`src/pkg/sdt_pkg.sv`:
```
// Shared constants, command codes and state type of the SDRAM timing controller
package sdt_pkg;

  // Clock and conversion from nanoseconds to whole cycles
  localparam int CLK_PERIOD_PS = 5000;

  function automatic int ns_up(input int ns);
    return (ns * 1000 + CLK_PERIOD_PS - 1) / CLK_PERIOD_PS;
  endfunction

  // Device timing in its own units, both speed grades
  localparam int RC_FAST_NS = 60;
  localparam int RC_SLOW_NS = 63;
  localparam int RAS_MIN_NS = 42;
  localparam int RAS_MAX_NS = 100000;
  localparam int RP_FAST_NS = 18;
  localparam int RP_SLOW_NS = 20;
  localparam int RCD_FAST_NS = 18;
  localparam int RCD_SLOW_NS = 20;
  localparam int RRD_FAST_NS = 12;
  localparam int RRD_SLOW_NS = 14;
  localparam int WR_CLK = 2;
  localparam int CKA_CLK = 1;
  localparam int CKA_EXTRA_NS = 3;
  localparam int MRD_CLK = 2;
  localparam int REF_WINDOW_MS = 64;
  localparam int REF_COUNT = 4096;
  localparam int INIT_WAIT_US = 200;
  localparam int INIT_REFRESHES = 2;

  // Derived cycle counts
  localparam int RC_FAST_CYC = ns_up(RC_FAST_NS);
  localparam int RC_SLOW_CYC = ns_up(RC_SLOW_NS);
  localparam int RAS_MIN_CYC = ns_up(RAS_MIN_NS);
  localparam int RAS_MAX_CYC = RAS_MAX_NS * 1000 / CLK_PERIOD_PS;
  localparam int RP_FAST_CYC = ns_up(RP_FAST_NS);
  localparam int RP_SLOW_CYC = ns_up(RP_SLOW_NS);
  localparam int RCD_FAST_CYC = ns_up(RCD_FAST_NS);
  localparam int RCD_SLOW_CYC = ns_up(RCD_SLOW_NS);
  localparam int RRD_FAST_CYC = ns_up(RRD_FAST_NS);
  localparam int RRD_SLOW_CYC = ns_up(RRD_SLOW_NS);
  localparam int CKA_CYC = CKA_CLK + ns_up(CKA_EXTRA_NS);
  localparam int REFI_NS = REF_WINDOW_MS * 1000000 / REF_COUNT;
  localparam int REFI_CYC = REFI_NS * 1000 / CLK_PERIOD_PS;
  localparam int INIT_WAIT_CYC = ns_up(INIT_WAIT_US * 1000);

  // Timer bank layout
  localparam int TW = 16;
  localparam int NT = 7;
  localparam int T_RC = 0;
  localparam int T_RAS = 1;
  localparam int T_RP = 2;
  localparam int T_RCD = 3;
  localparam int T_RRD = 4;
  localparam int T_WAIT = 5;
  localparam int T_REFI = 6;

  function automatic logic [TW-1:0] cyc(input int c);
    return TW'(c - 1);
  endfunction

  // Commands as {cs_n, ras_n, cas_n, we_n}
  localparam logic [3:0] CMD_NOP = 4'h7;
  localparam logic [3:0] CMD_ACT = 4'h3;
  localparam logic [3:0] CMD_RD = 4'h5;
  localparam logic [3:0] CMD_WR = 4'h4;
  localparam logic [3:0] CMD_PRE = 4'h2;
  localparam logic [3:0] CMD_REF = 4'h1;
  localparam logic [3:0] CMD_MRS = 4'h0;

  // Mode word: burst length 1, sequential, CAS latency 3
  localparam logic [11:0] MODE_WORD = 12'h030;
  localparam int CAS_LAT = 3;
  localparam int AP_BIT = 10;

  typedef enum logic [2:0] {
    S_RESET, S_INIT_WAIT, S_INIT_REF, S_INIT_MRS, S_IDLE, S_RCD, S_PRE, S_PDN
  } sdt_state_t;

endpackage

```
`src/pkg/sdt_tmr_if.sv`:
```
// Timer bank connection between the controller and its countdown timers
`timescale 1ns/10ps
`default_nettype none
interface sdt_tmr_if import sdt_pkg::*; ();
  logic [NT-1:0] load;
  logic [NT-1:0][TW-1:0] val;
  logic [NT-1:0] done;
  modport ctrl (output load, output val, input done);
  modport tmr (input load, input val, output done);
endinterface
`default_nettype wire

```
`src/verilog/sdt_ctrl.sv`:
```
// SDRAM command and timing controller driving a four-bank synchronous DRAM
`timescale 1ns/10ps
`default_nettype none
module sdt_ctrl import sdt_pkg::*; #(
  parameter int INIT_WAIT_CYC_P = INIT_WAIT_CYC,
  parameter int RAS_MAX_CYC_P = RAS_MAX_CYC
) (
  input wire logic SYS_CLK,
  input wire logic RESET_N,
  input wire logic GRADE_SLOW,
  input wire logic REQ,
  input wire logic REQ_WR,
  input wire logic REQ_AP,
  input wire logic [21:0] REQ_ADDR,
  input wire logic [15:0] REQ_WDATA,
  input wire logic PWR_DOWN,
  output logic ACK,
  output logic [15:0] RD_DATA,
  output logic RD_VALID,
  output logic READY,
  output logic SDR_CKE,
  output logic SDR_CS_N,
  output logic SDR_RAS_N,
  output logic SDR_CAS_N,
  output logic SDR_WE_N,
  output logic [1:0] SDR_BA,
  output logic [11:0] SDR_A,
  output logic [1:0] SDR_DQM,
  output logic [15:0] SDR_DQ_O,
  output logic SDR_DQ_OE_N,
  input wire logic [15:0] SDR_DQ_I
);
  typedef struct packed {
    sdt_state_t st;
    logic [1:0] ref_left;
    logic ref_pend;
    logic ready;
    logic cke;
    logic [3:0] cmd;
    logic [1:0] ba;
    logic [11:0] a;
    logic [1:0] dqm;
    logic [15:0] dq_o;
    logic dq_oe_n;
    logic wr;
    logic ap;
    logic [21:0] addr;
    logic ack;
    logic [CAS_LAT:0] rd_pipe;
    logic [15:0] rd_data;
    logic rd_valid;
  } sdt_ctl_t;

  sdt_ctl_t s_r;
  sdt_ctl_t s_nxt;
  sdt_tmr_if tmr ();

  logic [TW-1:0] rc_c;
  logic [TW-1:0] rp_c;
  logic [TW-1:0] rcd_c;
  logic [TW-1:0] rrd_c;
  logic [TW-1:0] dal_c;
  logic act_ok;

  sdt_timer u_tmr (
    .clk(SYS_CLK),
    .rst_n(RESET_N),
    .t(tmr)
  );

  // Cycle counts of the selected grade, rounded up
  assign rc_c = GRADE_SLOW ? TW'(RC_SLOW_CYC) : TW'(RC_FAST_CYC);
  assign rp_c = GRADE_SLOW ? TW'(RP_SLOW_CYC) : TW'(RP_FAST_CYC);
  assign rcd_c = GRADE_SLOW ? TW'(RCD_SLOW_CYC) : TW'(RCD_FAST_CYC);
  assign rrd_c = GRADE_SLOW ? TW'(RRD_SLOW_CYC) : TW'(RRD_FAST_CYC);
  assign dal_c = TW'(WR_CLK) + rp_c;

  // Activation or refresh allowed
  assign act_ok = tmr.done[T_WAIT] && tmr.done[T_RP] && tmr.done[T_RC];

  always_comb
  begin
    s_nxt = s_r;
    tmr.load = '0;
    tmr.val = '0;
    s_nxt.cmd = CMD_NOP;
    s_nxt.ack = 1'b0;
    s_nxt.dq_oe_n = 1'b1;
    s_nxt.rd_pipe = {s_r.rd_pipe[CAS_LAT-1:0], 1'b0};
    s_nxt.rd_valid = s_r.rd_pipe[CAS_LAT];
    if (s_r.rd_pipe[CAS_LAT])
      s_nxt.rd_data = SDR_DQ_I;
    case (s_r.st)
      S_RESET:
      begin
        tmr.load[T_WAIT] = 1'b1;
        tmr.val[T_WAIT] = cyc(INIT_WAIT_CYC_P);
        s_nxt.st = S_INIT_WAIT;
      end
      S_INIT_WAIT:
      begin
        if (tmr.done[T_WAIT])
        begin
          s_nxt.cmd = CMD_PRE;
          s_nxt.a = 12'h400;
          tmr.load[T_RP] = 1'b1;
          tmr.val[T_RP] = cyc(int'(rp_c));
          s_nxt.st = S_INIT_REF;
        end
      end
      S_INIT_REF:
      begin
        if (act_ok)
        begin
          s_nxt.cmd = CMD_REF;
          tmr.load[T_RC] = 1'b1;
          tmr.val[T_RC] = cyc(int'(rc_c));
          s_nxt.ref_left = s_r.ref_left - 2'h1;
          if (s_r.ref_left == 2'h1)
            s_nxt.st = S_INIT_MRS;
        end
      end
      S_INIT_MRS:
      begin
        if (act_ok)
        begin
          s_nxt.cmd = CMD_MRS;
          s_nxt.ba = 2'h0;
          s_nxt.a = MODE_WORD;
          s_nxt.dqm = 2'h0;
          s_nxt.ready = 1'b1;
          tmr.load[T_WAIT] = 1'b1;
          tmr.val[T_WAIT] = cyc(MRD_CLK);
          s_nxt.st = S_IDLE;
        end
      end
      S_IDLE:
      begin
        if (s_r.ref_pend)
        begin
          if (act_ok)
          begin
            s_nxt.cmd = CMD_REF;
            s_nxt.ref_pend = 1'b0;
            tmr.load[T_RC] = 1'b1;
            tmr.val[T_RC] = cyc(int'(rc_c));
          end
        end
        else if (PWR_DOWN)
        begin
          if (tmr.done[T_WAIT])
          begin
            s_nxt.cke = 1'b0;
            s_nxt.st = S_PDN;
          end
        end
        else if (REQ && act_ok && tmr.done[T_RRD])
        begin
          s_nxt.cmd = CMD_ACT;
          s_nxt.ba = REQ_ADDR[21:20];
          s_nxt.a = REQ_ADDR[19:8];
          s_nxt.addr = REQ_ADDR;
          s_nxt.wr = REQ_WR;
          s_nxt.ap = REQ_AP & REQ_WR;
          s_nxt.dq_o = REQ_WDATA;
          tmr.load[T_RC] = 1'b1;
          tmr.val[T_RC] = cyc(int'(rc_c));
          tmr.load[T_RAS] = 1'b1;
          tmr.val[T_RAS] = cyc(RAS_MIN_CYC);
          tmr.load[T_RCD] = 1'b1;
          tmr.val[T_RCD] = cyc(int'(rcd_c));
          tmr.load[T_RRD] = 1'b1;
          tmr.val[T_RRD] = cyc(int'(rrd_c));
          s_nxt.st = S_RCD;
        end
      end
      S_RCD:
      begin
        if (tmr.done[T_RCD] && (!s_r.ap || tmr.done[T_RAS]))
        begin
          s_nxt.cmd = s_r.wr ? CMD_WR : CMD_RD;
          s_nxt.a = {1'b0, s_r.ap, 2'h0, s_r.addr[7:0]};
          s_nxt.ack = 1'b1;
          s_nxt.dq_oe_n = !s_r.wr;
          s_nxt.rd_pipe[0] = !s_r.wr;
          tmr.load[T_WAIT] = 1'b1;
          if (s_r.ap)
          begin
            tmr.val[T_WAIT] = cyc(int'(dal_c));
            tmr.load[T_RP] = 1'b1;
            tmr.val[T_RP] = cyc(int'(dal_c));
            s_nxt.st = S_IDLE;
          end
          else
          begin
            tmr.val[T_WAIT] = s_r.wr ? cyc(WR_CLK) : '0;
            s_nxt.st = S_PRE;
          end
        end
      end
      S_PRE:
      begin
        // Close the row as soon as allowed, which keeps it far below the maximum
        if (tmr.done[T_RAS] && tmr.done[T_WAIT])
        begin
          s_nxt.cmd = CMD_PRE;
          s_nxt.a = 12'h000;
          tmr.load[T_RP] = 1'b1;
          tmr.val[T_RP] = cyc(int'(rp_c));
          s_nxt.st = S_IDLE;
        end
      end
      S_PDN:
      begin
        if (!PWR_DOWN || s_r.ref_pend)
        begin
          s_nxt.cke = 1'b1;
          tmr.load[T_WAIT] = 1'b1;
          tmr.val[T_WAIT] = cyc(CKA_CYC);
          s_nxt.st = S_IDLE;
        end
      end
      default:
        s_nxt.st = S_RESET;
    endcase
    // Refresh tick; a tick in the cycle a refresh is issued is kept
    if (tmr.done[T_REFI])
    begin
      tmr.load[T_REFI] = 1'b1;
      tmr.val[T_REFI] = cyc(REFI_CYC);
      if (s_r.ready)
        s_nxt.ref_pend = 1'b1;
    end
  end

  always_ff @(posedge SYS_CLK or negedge RESET_N)
  begin
    if (!RESET_N)
    begin
      s_r <= '0;
      s_r.st <= S_RESET;
      s_r.ref_left <= 2'(INIT_REFRESHES);
      s_r.cke <= 1'b1;
      s_r.cmd <= CMD_NOP;
      s_r.dqm <= 2'h3;
      s_r.dq_oe_n <= 1'b1;
    end
    else
      s_r <= s_nxt;
  end

  assign ACK = s_r.ack;
  assign RD_DATA = s_r.rd_data;
  assign RD_VALID = s_r.rd_valid;
  assign READY = s_r.ready;
  assign SDR_CKE = s_r.cke;
  assign SDR_CS_N = s_r.cmd[3];
  assign SDR_RAS_N = s_r.cmd[2];
  assign SDR_CAS_N = s_r.cmd[1];
  assign SDR_WE_N = s_r.cmd[0];
  assign SDR_BA = s_r.ba;
  assign SDR_A = s_r.a;
  assign SDR_DQM = s_r.dqm;
  assign SDR_DQ_O = s_r.dq_o;
  assign SDR_DQ_OE_N = s_r.dq_oe_n;

  // Cycles since each event, for the checks below
  localparam int NH = 7;
  localparam int H_ACT = 0;
  localparam int H_PRE = 1;
  localparam int H_REF = 2;
  localparam int H_WAP = 3;
  localparam int H_MRS = 4;
  localparam int H_CKE = 5;
  localparam int H_RST = 6;
  localparam int REF_SLACK = 64;
  logic [NH-1:0][TW-1:0] h;
  logic [NH-1:0] ev;

  assign ev = {1'b0, !s_r.cke, s_r.cmd == CMD_MRS, s_r.cmd == CMD_WR && s_r.a[AP_BIT],
    s_r.cmd == CMD_REF, s_r.cmd == CMD_PRE, s_r.cmd == CMD_ACT};

  always_ff @(posedge SYS_CLK or negedge RESET_N)
  begin
    if (!RESET_N)
      h <= {TW'(0), {(NH-1)*TW{1'b1}}};
    else
      for (int i = 0; i < NH; i++)
        h[i] <= ev[i] ? TW'(1) : ((h[i] == '1) ? h[i] : h[i] + TW'(1));
  end

  a_act_rc_gap: assert property (@(posedge SYS_CLK) disable iff (!RESET_N)
    (s_r.cmd == CMD_ACT || s_r.cmd == CMD_REF) |-> h[H_ACT] >= rc_c && h[H_REF] >= rc_c)
    else $error("activate or refresh spacing below row cycle time");
  a_ras_min_hold: assert property (@(posedge SYS_CLK) disable iff (!RESET_N)
    (s_r.cmd == CMD_PRE && s_r.ready) |-> h[H_ACT] >= TW'(RAS_MIN_CYC))
    else $error("row precharged too soon after activate");
  a_ras_max_open: assert property (@(posedge SYS_CLK) disable iff (!RESET_N)
    (s_r.st == S_RCD || s_r.st == S_PRE) && s_r.cmd != CMD_ACT |-> h[H_ACT] < TW'(RAS_MAX_CYC_P))
    else $error("row left open too long");
  a_rp_before_act: assert property (@(posedge SYS_CLK) disable iff (!RESET_N)
    (s_r.cmd == CMD_ACT || s_r.cmd == CMD_REF) |-> h[H_PRE] >= rp_c)
    else $error("activate too soon after precharge");
  a_rcd_to_rw: assert property (@(posedge SYS_CLK) disable iff (!RESET_N)
    (s_r.cmd == CMD_RD || s_r.cmd == CMD_WR) |-> h[H_ACT] >= rcd_c && $past(s_r.st) == S_RCD)
    else $error("read or write too soon after activate");
  a_rrd_bank_gap: assert property (@(posedge SYS_CLK) disable iff (!RESET_N)
    s_r.cmd == CMD_ACT |-> h[H_ACT] >= rrd_c)
    else $error("activates to banks too close");
  a_wr_to_pre: assert property (@(posedge SYS_CLK) disable iff (!RESET_N)
    (s_r.cmd == CMD_WR && !s_r.a[AP_BIT]) |=> s_r.cmd != CMD_PRE)
    else $error("precharge too soon after write data");
  a_dal_wait: assert property (@(posedge SYS_CLK) disable iff (!RESET_N)
    (s_r.cmd == CMD_ACT || s_r.cmd == CMD_REF) |-> h[H_WAP] >= dal_c)
    else $error("activate or refresh too soon after auto-precharge write");
  a_refresh_rate: assert property (@(posedge SYS_CLK) disable iff (!RESET_N)
    s_r.ready |-> h[H_REF] <= TW'(REFI_CYC + REF_SLACK))
    else $error("refresh interval exceeded");
  a_cke_recover: assert property (@(posedge SYS_CLK) disable iff (!RESET_N)
    $rose(s_r.cke) |-> (s_r.cmd == CMD_NOP) [*2])
    else $error("command too soon after clock enable raised");
  a_cke_count: assert property (@(posedge SYS_CLK) disable iff (!RESET_N)
    s_r.cmd != CMD_NOP |-> s_r.cke && h[H_CKE] > TW'(CKA_CYC))
    else $error("command issued during clock enable recovery");
  a_power_up_wait: assert property (@(posedge SYS_CLK) disable iff (!RESET_N)
    (s_r.cmd != CMD_NOP || s_r.ready) |-> h[H_RST] >= TW'(INIT_WAIT_CYC_P))
    else $error("command before power-up wait ended");
  a_mrd_wait: assert property (@(posedge SYS_CLK) disable iff (!RESET_N)
    (s_r.cmd == CMD_ACT || s_r.cmd == CMD_REF) |-> h[H_MRS] >= TW'(MRD_CLK))
    else $error("activate or refresh too soon after mode load");
  a_grade_round: assert property (@(posedge SYS_CLK) disable iff (!RESET_N)
    32'(rc_c) * CLK_PERIOD_PS >= (GRADE_SLOW ? RC_SLOW_NS : RC_FAST_NS) * 1000)
    else $error("row cycle count rounded below the time");
endmodule
`default_nettype wire

```
`src/verilog/sdt_timer.sv`:
```
// Bank of countdown timers; done is high while a timer stands at zero
`timescale 1ns/10ps
`default_nettype none
module sdt_timer import sdt_pkg::*; (
  input wire logic clk,
  input wire logic rst_n,
  sdt_tmr_if.tmr t
);
  typedef struct packed {
    logic [NT-1:0][TW-1:0] cnt;
  } sdt_tmr_st_t;

  sdt_tmr_st_t s_r;
  sdt_tmr_st_t s_nxt;

  genvar gi;
  generate
    for (gi = 0; gi < NT; gi++)
    begin : g_tmr
      assign t.done[gi] = (s_r.cnt[gi] == '0);
    end
  endgenerate

  // Load wins over the countdown; a timer rests at zero
  always_comb
  begin
    s_nxt = s_r;
    for (int i = 0; i < NT; i++)
    begin
      if (t.load[i])
        s_nxt.cnt[i] = t.val[i];
      else if (s_r.cnt[i] != '0)
        s_nxt.cnt[i] = s_r.cnt[i] - TW'(1);
    end
  end

  always_ff @(posedge clk or negedge rst_n)
  begin
    if (!rst_n)
      s_r <= '0;
    else
      s_r <= s_nxt;
  end
endmodule
`default_nettype wire
```
`config.mk`:
```
export PLATFORM = sky130hd
export DESIGN_NAME = sdt_ctrl
export DESIGN_NICKNAME = d
export VERILOG_FILES = /design/src/pkg/sdt_pkg.sv /design/src/pkg/sdt_tmr_if.sv /design/src/verilog/sdt_ctrl.sv /design/src/verilog/sdt_timer.sv
export SDC_FILE = /design/constraint.sdc
export NUM_CORES = 1
export LEC_CHECK = 0
export ABC_AREA = 1
export BUFFER_PORTS_ARGS = -buffer_cell sky130_fd_sc_hd__buf_2
export CORE_ASPECT_RATIO = 1.5
export CORE_MARGIN = 2
export CORE_UTILIZATION = 45
export DETAILED_ROUTE_END_ITERATION = 12
export PLACE_DENSITY = 0.71
export SYNTH_ARGS = -nofsm -noshare
export SYNTH_HDL_FRONTEND = slang
export SYNTH_SLANG_ARGS = --single-unit
```
`constraint.sdc`:
```
create_clock -name SYS_CLK -period 2.2 [get_ports SYS_CLK]
set_input_delay 0.33 -clock SYS_CLK [delete_from_list [all_inputs] [get_ports SYS_CLK]]
set_output_delay 0.33 -clock SYS_CLK [all_outputs]
set_load 0.01 [all_outputs]
```
==> results.md <==
* Critical path required time at approximately 2.6 ns
* Max Slew Vio Count at 0
* Critical path arrival at 2.46 ns
* Final ANT Viol Nets at 0
* Routability congestion estimate at 0.929
* Static Leakage at 0.00623 uW
* Peak VDD IR at 0.523 mV
* Largest net degree at the start of global routing at around 60
* Most frequent cell after synthesis: nand2_1
* Synth cell count leaders: nand2_1, dfrtp_1, nor2_1
* Outcome: finished clean
* Hold Path Class: primary input to register
* Final worst clock skew at 0.0124 ns
* # nets final at 1400
* Post-Place Cells at between 1500 and 2000
* Reg2reg start: u_tmr.s_r[1]
* Tot Pwr at 10600 uW
* Total number of yosys warnings at 0
* Synth Instances at 1203
* Kind of critical path: register to register
* Reg2Reg Depth at 15
* Total grt overflow at 0
* Critical path endpoint category: register
* Max_cap viols at 0
* CTS Buffer Depth at 2
* Peak Freq at 478 MHz
* Post-synthesis cell area at 9930 um^2
* Hpwl dp at 15700 um
* Critical Path, Cell by Cell: inv_2 -> ha_4 -> nand2_1 -> nor2_2 -> nand3_2 -> nor2_4 -> buf_6 -> nand4_1 -> nand2_2 -> nand2_4 -> nand2_4 -> inv_2 -> nand2_4 -> nand2_1 -> nand2_1
* PwrDens at 917 nW/um^2
* CORE AREA at 21700 um^2
* Avg Cell Area, Syn at 8.25 um^2
* Top cell type's share of synthesized area at 0.454
* P&R area growth vs syn at 16.0%
* GRT met3 Usage at 0.0359
* Worst hold start: REQ_WDATA[11]
* Vias at roughly 7900
* First-pass iteration count of the detailed router at 5
* Area leader, netlist: dfrtp_1
* Critical Path Max Stage Delay at between 0.3 and 0.4 ns
* Met2 GRT Util at 0.351
* Fillers at 1984
* Post-synth EDFFs at 0
* Hold endpoint: SDR_DQ_O[11]
* Num CTS Buffers at 17
* Gr usage total at 0.186
* Seq cells post-synth at 187
* Netlist cell types at 48
* Routed WL at approximately 21000 um
* R2r endpoint: u_tmr.s_r[1]
* Final total negative setup slack at 0 ns
* Worst-Margin Slew at around 0.62 ns
* Sequential fraction of the synthesis area at 0.472
* Largest cells by area after synthesis: dfrtp_1, nand2_1, nor2_1
* Root Driver: clkbuf_16
* Initial DRC count at 400
* CTS HTree Levels at 4
* Share of cells above drive strength 1 at 0.236
* Die area at 23300 um^2
* Hold path depth at 3
* Height of the die at ~190 um
* GR peak layer: met2
* Vias in the first global route at 7799
* Ports at 118
* Clock-pin slew on the worst setup and hold paths at roughly 0.070 ns
* IO buf count at 116
* Slowest CP cell: dfrtp_1
* # clock sinks at 187
* Critical path launch point type: register
* # setup viols final at 0
* CTS tree: yes
* Starting density of the core at 0.457
* Worst relative slew slack at 0.587
* Synth Flop Type: dfrtp_1
* Post-synth net total at ~1300
* Row count at 66
* Minimum clock period at 2.09 ns
* Met1 GRT Util at 0.201
* Via-to-Cell Ratio at 4.90
* Asr flop ratio synth at 1.00
* First-pass GRT wire length at roughly 35000 um
* R2R Setup Slk at 0.11 ns
* Final period util at 0.951
* Die Wd at 125 um
* Drt wl/cell at approximately 13 um
* Max FO, Critical Path at 7
* Initial antenna violation count at 2
* RSZ-0062 raised after global routing: true
* Clk Latency, worst-skew pair at between 0.4 and 0.5 ns
* Hold Fails Final Rpt at 0
* Non-filler cells, final at 1610
* DRC violations left at 0
cells in the final DEF, fill, tap and decap left out, drive strengths merged, types with 3 or more instances in the layout:
cell       n
o2111ai    3
nand3     66
nand4     18
clkinv     9
nor2     179
o21ai     33
dfrtp    180
a21oi     31
ha        15
nor4       7
dfstp      7
a22o       6
buf      160
nor3b      3
clkbuf    21
mux2      16
xor2      52
nor3      35
or2        8
nand3b     5
inv      164
o211ai     4
nand2    293
xnor2     12
metrics by stage:
step	utilization	worst slack [ns]	area, um^2	hold WS, ns
5_1_grt	0.530	-0.0499	11500	0.0737
2_1_floorplan	-	0.247	9930	0.0344
4_1_cts	0.519	0.0171	11300	0.0632
3_5_place_dp	0.493	0.00440	10700	0.285
6_report	0.530	0.107	11500	0.0787
3_3_place_gp	0.493	0.0567	10700	0.290
final cells by class:
| type | instances | area (um^2) | share of cell area |
|---|---|---|---|
| sequential | 187 | 4690 | 0.407 |
| inverter | 163 | 624 | 0.0542 |
| clock inverter | 12 | 103 | 0.00891 |
| tap | 272 | 340 | 0.0295 |
| timing repair buffer | 162 | 1000 | 0.0870 |
| clock buffer | 20 | 437 | 0.0379 |
| antenna | 1 | 2.50 | 0.000217 |
| multi-input combinational | 793 | 4320 | 0.375 |
where the power goes:
group	internal (uW)	leakage, uW	switching [uW]
clock	1550	0.000268	1310
sequential	4020	0.00238	512
combinational	1190	0.00358	1970
repair_timing:
| item | CTS | global route |
|---|---|---|
| pin swaps | 1 | 18 |
| gates resized for setup | 1 | 52 |
| setup buffers | 3 | 8 |
| gates cloned | 0 | 2 |
| hold buffers | 1 | 0 |
| endpoints found under the setup margin | 8 | 91 |
| hold endpoints to repair | 32 | 0 |
per-layer routing:
metal,vias to the layer above,share of wire,routed length (um)
li1,3968,-,-
met4,2,0.034,714
met5,-,0.00061,13
met2,165,0.55,11600
met1,3697,0.38,8040
met3,56,0.040,856
critical path, delay by kind of cell (launching register included):
family                     cells  cell delay, ns
and+or+nand+nor               11            1.18
buffers and inverters          3            0.29
DFF                            1            0.39
adders and majority gates      1            0.14
how the worst max path moves through the flow:
stage	from	to	cells past startpoint
final	u_tmr.s_r[1]	u_tmr.s_r[1]	15
after global routing	u_tmr.s_r[1]	u_tmr.s_r[1]	15
after CTS	u_tmr.s_r[1]	SDR_A[3]	14
after detailed placement	u_tmr.s_r[1]	SDR_A[2]	14
after global placement	u_tmr.s_r[1]	SDR_A[3]	14
after floorplan	u_tmr.s_r[80]	SDR_A[0]	16
logic make-up (layout without fill, tap and decap cells):
| group | after synthesis | after routing | synth area share |
|---|---|---|---|
| buffers and inverters | 225 | 357 | 0.108 |
| flip-flops | 187 | 187 | 0.472 |
| other | 1 | 2 | 0.000378 |
| AND/OR/NAND/NOR | 613 | 615 | 0.278 |
| multiplexers | 16 | 16 | 0.0181 |
| AO/OA/AOI/OAI | 82 | 82 | 0.0481 |
| XOR/XNOR | 64 | 64 | 0.0565 |
| adder cells (fa/ha/maj) | 15 | 15 | 0.0189 |
state kept, by name, summed over array words and instances (netlist names), 2 cells and up:
register   count
SDR_BA         2
s_nxt          4
RD_DATA       16
SDR_DQ_O      16
u_tmr.s_r    112
SDR_A         12
s_r           16
(Power assumes the default switching activity.)
